`src/mad_pkg.sv`:
```
package mad_pkg;
   localparam int ADDR_W = 24;
   localparam int DATA_W = 32;
   localparam logic [23:0] PROG_LAST = 24'h7fffff;
   localparam logic [23:0] REG_FIRST = 24'h800000;
   localparam logic [23:0] REG_LAST = 24'h80ffff;
   localparam logic [23:0] SRAM_FIRST = 24'h840000;
   localparam logic [23:0] SRAM_WIN_LAST = 24'h84ffff;
   localparam logic [23:0] SRAM_POP_END = 24'h844000;
   localparam int SPACE_BIT = 23;
   localparam int PERIPH_BIT = 18;
   localparam int TAG_BYTES = 256;
   localparam int LINE_BYTES = 2048;
   localparam logic [23:0] CACHE_BYTES = 24'h000900;
   localparam int LINE_SIZE = 16;
   localparam logic [23:0] CACHE_BASE_RST = 24'h840000;
   typedef enum logic [1:0] {
      MAD_TGT_FLASH = 2'h0,
      MAD_TGT_REG = 2'h1,
      MAD_TGT_SRAM = 2'h2,
      MAD_TGT_NONE = 2'h3
   } mad_tgt_e;
   typedef enum logic [1:0] {
      MAD_IDLE = 2'h0,
      MAD_LOOK = 2'h1,
      MAD_FILL = 2'h3,
      MAD_SERVE = 2'h2
   } mad_state_e;
endpackage

```
`src/mad_tag_if.sv`:
```
`timescale 1ns/1ns
`default_nettype none
interface mad_tag_if #(parameter int AW = 4, parameter int DW = 16);
   logic we;
   logic [AW-1:0] addr;
   logic [DW-1:0] wdata;
   logic [DW-1:0] rdata;
   modport ctrl (output we, output addr, output wdata, input rdata);
   modport mem (input we, input addr, input wdata, output rdata);
endinterface
`default_nettype wire

```
`src/mad_tag_mem.sv`:
```
`timescale 1ns/1ns
`default_nettype none
module mad_tag_mem #(
   parameter int AW = 4,
   parameter int DW = 16
) (
   input wire logic clk,
   mad_tag_if.mem port
);
   logic [DW-1:0] mem_ff [0:(1<<AW)-1];
   logic [DW-1:0] rdata_ff;
   always_ff @(posedge clk) begin
      if (port.we) begin
         mem_ff[port.addr] <= port.wdata;
      end
   end
   always_ff @(posedge clk) begin
      rdata_ff <= port.we ? port.wdata : mem_ff[port.addr];
   end
   assign port.rdata = rdata_ff;
endmodule
`default_nettype wire

```
`src/mad_decoder.sv`:
```
`timescale 1ns/1ns
`default_nettype none
// Behaviour
// - Byte addresses are 24 bits wide, covering 16M bytes.
// - Bit 23 low selects program space, high selects peripheral space.
// - Program space spans 0 to 0x7fffff, served by flash.
// - Registers at 0x800000-0x80ffff, SRAM window 0x840000-0x84ffff.
// - In peripheral space bit 18 low picks registers, high picks SRAM.
// - Populated SRAM is 16 kB, from 0x840000 below 0x844000.
// - Cache uses 256 tag bytes plus 2048 code bytes, 0x900 total.
// - Cache base inside SRAM is programmable; its size is fixed.
// - Fetch hits serve from cache; misses fill from flash first.
// - SRAM keeps data and bss through retention and suspend.
module mad_decoder #(
   parameter int LINES = 128,
   parameter int LINE_B = mad_pkg::LINE_SIZE
) (
   input wire logic clk,
   input wire logic rst_b,
   input wire logic [23:0] cache_base,
   input wire logic cpu_req,
   input wire logic cpu_fetch,
   input wire logic cpu_we,
   input wire logic [23:0] cpu_addr,
   input wire logic [31:0] cpu_wdata,
   output logic cpu_ack,
   output logic [31:0] cpu_rdata,
   output logic flash_req,
   output logic [23:0] flash_addr,
   input wire logic flash_ack,
   input wire logic [31:0] flash_rdata,
   output logic reg_req,
   output logic reg_we,
   output logic [15:0] reg_addr,
   output logic [31:0] reg_wdata,
   input wire logic reg_ack,
   input wire logic [31:0] reg_rdata,
   output logic sram_req,
   output logic sram_we,
   output logic [13:0] sram_addr,
   output logic [31:0] sram_wdata,
   input wire logic sram_ack,
   input wire logic [31:0] sram_rdata
);
   localparam int IW = $clog2(LINES);
   localparam int OW = $clog2(LINE_B);
   localparam int TW = 24 - IW - OW;
   localparam int WPL = LINE_B / 4;

   if (LINES < 2 || LINES * LINE_B != mad_pkg::LINE_BYTES || LINE_B < 4 ||
       (1 << IW) != LINES || (1 << OW) != LINE_B) begin
      $error("Cache geometry must give 2048 code bytes in powers of two.");
   end

   function automatic mad_pkg::mad_tgt_e decode(input logic [23:0] a);
      if (!a[mad_pkg::SPACE_BIT]) begin
         decode = mad_pkg::MAD_TGT_FLASH;
      end else if (!a[mad_pkg::PERIPH_BIT]) begin
         decode = (a <= mad_pkg::REG_LAST) ? mad_pkg::MAD_TGT_REG
                  : mad_pkg::MAD_TGT_NONE;
      end else if (a >= mad_pkg::SRAM_FIRST && a < mad_pkg::SRAM_POP_END) begin
         decode = mad_pkg::MAD_TGT_SRAM;
      end else begin
         decode = mad_pkg::MAD_TGT_NONE;
      end
   endfunction

   mad_pkg::mad_state_e state_ff;
   logic [23:0] addr_ff;
   logic we_ff;
   logic [31:0] wdata_ff;
   logic fetch_ff;
   mad_pkg::mad_tgt_e tgt_ff;
   logic [LINES-1:0] valid_ff;
   logic [$clog2(WPL+1)-1:0] word_ff;
   logic sub_ff;
   logic busy_ack;
   logic [31:0] busy_data;

   mad_tag_if #(.AW(IW), .DW(TW)) tag_bus ();
   mad_tag_mem #(.AW(IW), .DW(TW)) u_tags (.clk(clk), .port(tag_bus));

   wire logic [IW-1:0] idx = addr_ff[OW +: IW];
   wire logic [TW-1:0] tag = addr_ff[23 -: TW];
   wire logic hit = valid_ff[idx] && (tag_bus.rdata == tag);
   // Cache code lines sit after the tag block at the programmable base.
   wire logic [23:0] line_base = cache_base + mad_pkg::CACHE_BYTES
                                 - 24'(mad_pkg::LINE_BYTES);
   wire logic [23:0] slot_addr = line_base + {{(24-IW-OW){1'b0}}, idx,
                                 {OW{1'b0}}};
   wire logic [23:0] word_off = 24'({word_ff, 2'b00});

   assign tag_bus.addr = (state_ff == mad_pkg::MAD_IDLE) ?
                         cpu_addr[OW +: IW] : idx;
   assign tag_bus.we = (state_ff == mad_pkg::MAD_FILL) &&
                       (word_ff == ($clog2(WPL+1))'(WPL));
   assign tag_bus.wdata = tag;

   // Flash fetches go through the cache; everything else passes straight on.
   always_ff @(posedge clk) begin
      if (!rst_b) begin
         state_ff <= mad_pkg::MAD_IDLE;
         addr_ff <= 24'h000000;
         we_ff <= 1'b0;
         wdata_ff <= 32'h00000000;
         fetch_ff <= 1'b0;
         tgt_ff <= mad_pkg::MAD_TGT_NONE;
         word_ff <= '0;
         sub_ff <= 1'b0;
      end else begin
         unique case (state_ff)
            mad_pkg::MAD_IDLE: begin
               if (cpu_req) begin
                  addr_ff <= cpu_addr;
                  we_ff <= cpu_we;
                  wdata_ff <= cpu_wdata;
                  fetch_ff <= cpu_fetch;
                  tgt_ff <= decode(cpu_addr);
                  sub_ff <= 1'b0;
                  word_ff <= '0;
                  state_ff <= (cpu_fetch && decode(cpu_addr) ==
                               mad_pkg::MAD_TGT_FLASH) ? mad_pkg::MAD_LOOK
                              : mad_pkg::MAD_SERVE;
               end
            end
            mad_pkg::MAD_LOOK: begin
               state_ff <= hit ? mad_pkg::MAD_SERVE
                           : mad_pkg::MAD_FILL;
            end
            mad_pkg::MAD_FILL: begin
               // Each line word is read from flash, then written to SRAM.
               if (word_ff == ($clog2(WPL+1))'(WPL)) begin
                  state_ff <= mad_pkg::MAD_SERVE;
               end else if (!sub_ff && flash_ack) begin
                  sub_ff <= 1'b1;
                  wdata_ff <= flash_rdata;
               end else if (sub_ff && sram_ack) begin
                  sub_ff <= 1'b0;
                  word_ff <= word_ff + 1'b1;
               end
            end
            mad_pkg::MAD_SERVE: begin
               if (busy_ack) begin
                  state_ff <= mad_pkg::MAD_IDLE;
               end
            end
         endcase
      end
   end

   always_ff @(posedge clk) begin
      if (!rst_b) begin
         valid_ff <= '0;
      end else if (tag_bus.we) begin
         valid_ff[idx] <= 1'b1;
      end
   end

   wire logic cached = fetch_ff && tgt_ff == mad_pkg::MAD_TGT_FLASH;
   wire logic serve = state_ff == mad_pkg::MAD_SERVE;
   wire logic fill = state_ff == mad_pkg::MAD_FILL &&
                     word_ff != ($clog2(WPL+1))'(WPL);
   wire logic [23:0] sram_full = fill ? slot_addr + word_off
                     : cached ? slot_addr + 24'(addr_ff[OW-1:0])
                     : addr_ff;

   always_comb begin
      busy_ack = 1'b0;
      busy_data = 32'h00000000;
      if (serve) begin
         if (cached) begin
            busy_ack = sram_ack;
            busy_data = sram_rdata;
         end else begin
            unique case (tgt_ff)
               mad_pkg::MAD_TGT_FLASH: begin
                  busy_ack = flash_ack;
                  busy_data = flash_rdata;
               end
               mad_pkg::MAD_TGT_REG: begin
                  busy_ack = reg_ack;
                  busy_data = reg_rdata;
               end
               mad_pkg::MAD_TGT_SRAM: begin
                  busy_ack = sram_ack;
                  busy_data = sram_rdata;
               end
               mad_pkg::MAD_TGT_NONE: begin
                  busy_ack = 1'b1;
               end
            endcase
         end
      end
   end

   assign flash_req = (fill && !sub_ff) ||
                      (serve && !cached && tgt_ff == mad_pkg::MAD_TGT_FLASH);
   assign flash_addr = fill ? {addr_ff[23:OW], {OW{1'b0}}} + word_off
                       : addr_ff;
   assign reg_req = serve && tgt_ff == mad_pkg::MAD_TGT_REG;
   assign reg_we = we_ff;
   assign reg_addr = addr_ff[15:0];
   assign reg_wdata = wdata_ff;
   // SRAM holds its contents in every state; no clear is issued here.
   assign sram_req = (fill && sub_ff) ||
                     (serve && (cached ||
                      tgt_ff == mad_pkg::MAD_TGT_SRAM));
   assign sram_we = fill ? 1'b1 : (we_ff && !cached);
   assign sram_addr = sram_full[13:0];
   assign sram_wdata = wdata_ff;
   assign cpu_ack = busy_ack;

   always_ff @(posedge clk) begin
      if (!rst_b) begin
         cpu_rdata <= 32'h00000000;
      end else if (busy_ack) begin
         cpu_rdata <= we_ff ? 32'h00000000 : busy_data;
      end
   end
endmodule
`default_nettype wire

```
`config.mk`:
```
export PLATFORM = sky130hd
export DESIGN_NAME = mad_decoder
export DESIGN_NICKNAME = d
export VERILOG_FILES = /design/src/mad_pkg.sv /design/src/mad_tag_if.sv /design/src/mad_tag_mem.sv /design/src/mad_decoder.sv
export SDC_FILE = /design/constraint.sdc
export NUM_CORES = 2
export LEC_CHECK = 0
export BUFFER_PORTS_ARGS = -buffer_cell sky130_fd_sc_hd__buf_2
export CAP_MARGIN = 20
export CELL_PAD_IN_SITES_DETAIL_PLACEMENT = 0
export CELL_PAD_IN_SITES_GLOBAL_PLACEMENT = 1
export CORE_MARGIN = 3
export CORE_UTILIZATION = 53
export CTS_CLUSTER_SIZE = 40
export DETAILED_ROUTE_END_ITERATION = 16
export PLACE_DENSITY_LB_ADDON = 0.15
export SLEW_MARGIN = 30
export SYNTH_ARGS = -nofsm -noshare
export SYNTH_HDL_FRONTEND = slang
export SYNTH_SLANG_ARGS = --single-unit
```
`constraint.sdc`:
```
create_clock -name clk -period 4.9 [get_ports clk]
set_input_delay 0.98 -clock clk [delete_from_list [all_inputs] [get_ports clk]]
set_output_delay 0.98 -clock clk [all_outputs]
set_load 0.05 [all_outputs]
```
[Word-level counts from Yosys, hierarchy flattened]
Memory sizes are Yosys's and may differ from the RTL's. A register that Yosys moved wholly into a read port is not among the register bits.
Cells that the tools add are included.
Word-level totals
  register bits: 226
  bits in latches: 0
  memory bits (writable): 1664
  bits in read-only memories: 0
  input port bits: 184
  output and inout bits: 156
  word-level logic and storage cells: 116
  memories: 1
Memories
  u_tags.mem_ff: words 128, bits a word 13, read ports 1, clocked after Yosys merged registers in 1, write ports 1, line mad_tag_mem.sv:10  | logic [DW-1:0] mem_ff [0:(1<<AW)-1];
Cells by class
  add/sub/neg operators: 7
  multiply operators: 0
  div/mod/pow operators: 0
  $lt $le $gt $ge: 5
  equality and inequality tests: 17
  shift operators: 0
  mux-type cells: 45
  bitwise gates (word level): 1
  reduce and logical (&&, ||, !) cells: 30
Operators with widths (number)
  two-way mux 32 bit: 6
  OR 128 bit: 1
  one-hot mux 32 bit (3 select lines): 1
  one-hot mux 32 bit (2 select lines): 1
  two-way mux 14 bit: 2
  adder 24 x 5 -> 24 bit: 1
  greater-or-equal comparator 24 bit (second input constant): 1
  <= comparator 24 bit (second input constant): 1
  less-than comparator 24 bit (second input constant): 1
  two-way mux 24 bit: 1
  two-way mux 2 bit: 10
  logical AND 1 bit: 16
  adder 14 x 11 -> 14 bit: 1
  adder 14 x 12 -> 14 bit (second input constant): 1
  adder 14 x 4 -> 14 bit: 1
  adder 14 x 5 -> 14 bit: 1
  subtractor 14 x 12 -> 14 bit (second input constant): 1
  == test 13 bit: 1
  two-way mux 1 bit: 13
  two-way mux 3 bit: 4
  == test 2 bit (second input constant): 4
  less-than comparator 7 x 8 -> 1 bit (second input constant): 1
  != test 2 bit (second input constant): 4
  one-hot mux 2 bit (4 select lines): 1
  21 further kinds: 30

[Longest topological paths before layout]
  depth in word-level cells: 13
  depth in mapped cells: 15
  depth with buffers taken out: 13

[Modules after synthesis]
Synthesis repeated with hierarchy kept, for this count alone.
Second synthesis, totals
  cells, all modules: 4108
  area total of the unflattened synthesis: 76412.0 um^2
By module, submodules not included
  mad_tag_mem: instances 1, cells an instance 2536, area each 63832.5 um^2, seq. area each 50108.1 um^2
  mad_decoder: instances 1, cells an instance 1572, area each 12579.6 um^2, seq. area each 4524.3 um^2

[Worst setup path after synthesis]
OpenSTA, ideal clock, no wires.
  kind: input to output
  from: in cache_base[5]
  to: out sram_addr[12]
  arrival time: 4410 ps
  slack: -490 ps
  cell stages on the path: 13
  path buffers: 0
  cell sequence: ha_1 > ha_1 > fa_1 > a21o_1 > a21oi_1 > o21bai_1 > a21oi_1 > xnor2_1 > nand3_1 > nor2b_1 > xnor2_1 > mux2i_1 > o21ai_0
On the way
  longest elaborated chain between the ends: 6
RTL lines
  from (decl): line mad_decoder.sv:20  | input wire logic [23:0] cache_base,
  adder 14 x 12 -> 14 bit (*): line mad_decoder.sv:87  | wire logic [23:0] line_base = cache_base + mad_pkg::CACHE_BYTES
  subtractor 14 x 12 -> 14 bit (*): line mad_decoder.sv:88  | - 24'(mad_pkg::LINE_BYTES);
  adder 14 x 11 -> 14 bit (*): line mad_decoder.sv:89  | wire logic [23:0] slot_addr = line_base + {{(24-IW-OW){1'b0}}, idx,
  adder 14 x 4 -> 14 bit: line mad_decoder.sv:164  | : cached ? slot_addr + 24'(addr_ff[OW-1:0])
  two-way mux 14 bit: line mad_decoder.sv:164
  two-way mux 14 bit (*): line mad_decoder.sv:163  | wire logic [23:0] sram_full = fill ? slot_addr + word_off
  to (decl): line mad_decoder.sv:40  | output logic [13:0] sram_addr,
Every way passes the cells marked *; elsewhere a longest branch is shown, timed or not.

[Worst setup path in the final report]
  from: reg addr_ff[5]
  to: out sram_addr[13]
On the way
  longest elaborated chain between the ends: 4
RTL lines
  from (decl): line mad_decoder.sv:69  | logic [23:0] addr_ff;
  from (signal assigned): line mad_decoder.sv:114  | addr_ff <= cpu_addr;
  adder 14 x 11 -> 14 bit (*): line mad_decoder.sv:89
  adder 14 x 4 -> 14 bit: line mad_decoder.sv:164
  two-way mux 14 bit: line mad_decoder.sv:164
  two-way mux 14 bit (*): line mad_decoder.sv:163
Marks and branches as above.

==> results_dict.tcl <==
set metrics [dict create \
    status "finished clean" \
    clkSinkCount 1897 \
    areaGrowthSynthToFinish_pct 14.6 \
    crit_path_start "addr_ff[5]" \
    crit_end "sram_addr[13]" \
    power_per_cell_area_nw_per_um2 419 \
    cts_buffer_depth 3 \
    power_mw 36.8 \
    min_period_over_period_pct 97.0 \
    synth_top_cell_by_area "edfxtp_1" \
    tns_ps 0 \
    cpMaxStageDelayCell "or4_1" \
    yosys-top-cells-area "edfxtp_1 65%, mux4_2 12%, dfxtp_1 6.1%, nor2_1 3.3%, mux2i_1 1.9%" \
    final_core_util_pct 61.6 \
    relSlewSlack_pct 32.0 \
    nNetsFinal 5334 \
    final_max_slew_viol_count 0 \
    critPathMaxFanout 5 \
    leakage_nw 29.7 \
    io_pins 340 \
    seq_area_frac_synth_pct 71.4 \
    cts_inserted_buffers 189 \
    start_util_pct 53.7 \
    hold_ws_ps 405 \
    cp-start-kind "flip-flop" \
    place_worst_setup_slack_ps -190 \
    hold_path.class "in2reg" \
    placed_cell_area_um2 81500 \
    cp.required_ps 3920 \
    grt_pass1_vias 43000 \
    synth_top_area_share_pct 65.3 \
    syn-cell-area_um2 76500 \
    drv_cap 0 \
    avgSynthCellArea_um2 16.6 \
    ant_nets 0 \
    ys.flop_type "edfxtp_1" \
    r2r_cells 13 \
    wl_per_cell_um 29.6 \
    max_stage_delay_ps 550 \
    dieWidth_um 386 \
    row_count 138 \
    r2r_end "state_ff[0]" \
    fin_crit_ps 4750 \
    instances_no_fill 7183 \
    drive_gt1_share_pct 26.3 \
    die_h_um 386 \
    critPathCaptureType "primary output" \
    portBuffers 329 \
    fmax_mhz 210 \
    cts_tree "built" \
    finClkSkew_ps 22.0 \
    hold_viol 0 \
    routed_wl_um 213000 \
    grt_pass1_wl_um 304000 \
    cp.arrival_ps 3770 \
    yosysWarnings 0 \
    cts_root_buf "clkbuf_16" \
    grt_max_degree 115 \
    peakVddDrop_uv 366 \
    dp.cells 6821 \
    postCtsSetupRepairBufs 0 \
    postCtsHoldBufs 0 \
    stdcell_area_um2 87700 \
    synth_edf_count 1664 \
    setup_viol 0 \
    antenna_found_initial 7 \
    via_per_inst 6.19 \
    core_area_um2 142000 \
    path_cells "ha_4 > ha_4 > fa_2 > a21o_1 > a21oi_2 > o21bai_1 > a21oi_2 > xnor2_2 > nand3_2 > or4_1 > nand3_2 > a22oi_2 > buf_6" \
    drt_pass1_iterations 6 \
    rsz0062_at_grt "true" \
    gp_congestion 0.906 \
    r2r_slack_ps 890 \
    clock_latency_ps 820 \
    grtUsageTotal_pct 28.5 \
    synth_cells 4624 \
    vias 44400 \
    async_flop_share_pct 0 \
    worstSetupPathType "reg2out" \
    clkTransAtPathRegs_ps 60 \
    h-tree-depth 4 \
    tightest_slew_ps 1020 \
    dp_hpwl_um 135000 \
    dieArea_um2 149000 \
    synth_fp_nets 4836 \
    drcViolationCount 0 \
    overflow 0 \
    drt_iter0_drc 5316 \
    ys_types 64 \
    worst_slack_ps 146 \
    yosys_register_bits 1897 \
]
==> placed cells by master (no fill, tap or decap), types with 50 or more instances in the layout <==
| master | netlist | routed |
|---|---|---|
| edfxtp_1 | 1664 | 1664 |
| nand2_1 | 275 | 275 |
| mux4_2 | 398 | 398 |
| a21oi_1 | 164 | 158 |
| nor2_1 | 676 | 671 |
| nor3_1 | 53 | 53 |
| a22oi_1 | 85 | 84 |
| buf_4 | 71 | 291 |
| o21ai_0 | 62 | 58 |
| mux2i_1 | 149 | 149 |
| buf_2 | 49 | 326 |
| dfxtp_1 | 233 | 211 |
| clkbuf_1 | 159 | 50 |
| clkbuf_16 | 0 | 190 |
==> flip-flops by register name, indices dropped and copies added (netlist names), named ones only <==
| register | flops |
|---|---|
| reg_we | 1 |
| valid_ff | 128 |
| u_tags.mem_ff | 1664 |
| state_ff | 2 |
| cpu_rdata | 32 |
| word_ff | 3 |
| addr_ff | 24 |
| sub_ff | 1 |
| tgt_ff | 2 |
| reg_wdata | 32 |
| fetch_ff | 1 |
==> final cells by class <==
type,count,area [um^2]
Antenna cell,7,17.5
Clock buffer,245,5010
Clock inverter,110,1120
Fill cell,10600,54700
Inverter,35,136
Multi-Input combinational cell,2362,20200
Sequential cell,1897,54700
Tap cell,1890,2360
Timing Repair Buffer,637,4170
==> Yosys cell counts (all sizes together), types with 4 or more instances <==
master,number
edfxtp,1664
nor2,676
mux4,398
nand2,275
dfxtp,233
buf,170
a21oi,164
clkbuf,160
mux2i,149
a22oi,85
o21ai,62
nor3,53
nand3,48
mux2,39
o22ai,38
xnor2,35
xor2,35
a311oi,32
inv,32
o221ai,32
nor2b,27
ha,25
a211oi,20
nand4,17
a31oi,13
nand2b,13
and2,12
a221oi,11
a32oi,9
nor4,9
o211ai,9
and3,8
a22o,7
a21o,6
o32ai,6
o31ai,5
or2,4
==> where the power goes <==
part	switching (mW)	internal (mW)	leakage, nW
Combinational	2.90	1.62	9.50
Sequential	0.241	17.7	17.2
Clock	6.17	8.12	2.99
Total	9.30	27.4	29.7
==> critical path, delay by kind of cell (launching register included) <==
family / cells / cell delay [ps]
simple gates: 3 / 790
xor+xnor: 1 / 150
compound gates: 5 / 740
fa+ha+maj: 3 / 760
buf+inv: 1 / 160
flops: 1 / 350
==> kinds of logic (layout without fill, tap and decap cells) <==
family          Yosys count  in the layout  synth area share, %
xor+xnor                 70             70                0.801
mux                     586            586                 14.2
simple gates           1154           1154                 6.18
buf+inv                 365           1027                 2.40
flops                  1897           1897                 71.4
fa+ha+maj                28             28                0.487
compound gates          524            524                 4.51
other cells               0              7                    0
==> worst min path at each step <==
stage | startpoint | to | slack, ps | cells past startpoint
floorplan | valid_ff[118] | valid_ff[118] | 430 | 2
global placement | valid_ff[15] | valid_ff[15] | 440 | 2
detailed placement | valid_ff[61] | valid_ff[61] | 450 | 2
CTS | cpu_addr[0] | addr_ff[0] | 340 | 3
global route | cpu_addr[1] | addr_ff[1] | 390 | 3
finish | cpu_addr[0] | addr_ff[0] | 410 | 3
==> per-layer routing <==
metal	part of all wire [%]	vias up	GRT usage (%)
li1	-	19000	-
met3	8.6	352	5.24
met1	41	23000	41.5
met5	0.016	-	0
met4	3.0	4	9.03
met2	48	2082	44.0
==> what timing repair did <==
item,4_1_cts,5_1_grt
pin swaps,2,6
resized for setup,9,11
endpoints found under the setup margin,3,5
Note: power is estimated with default switching activity, not from simulation.
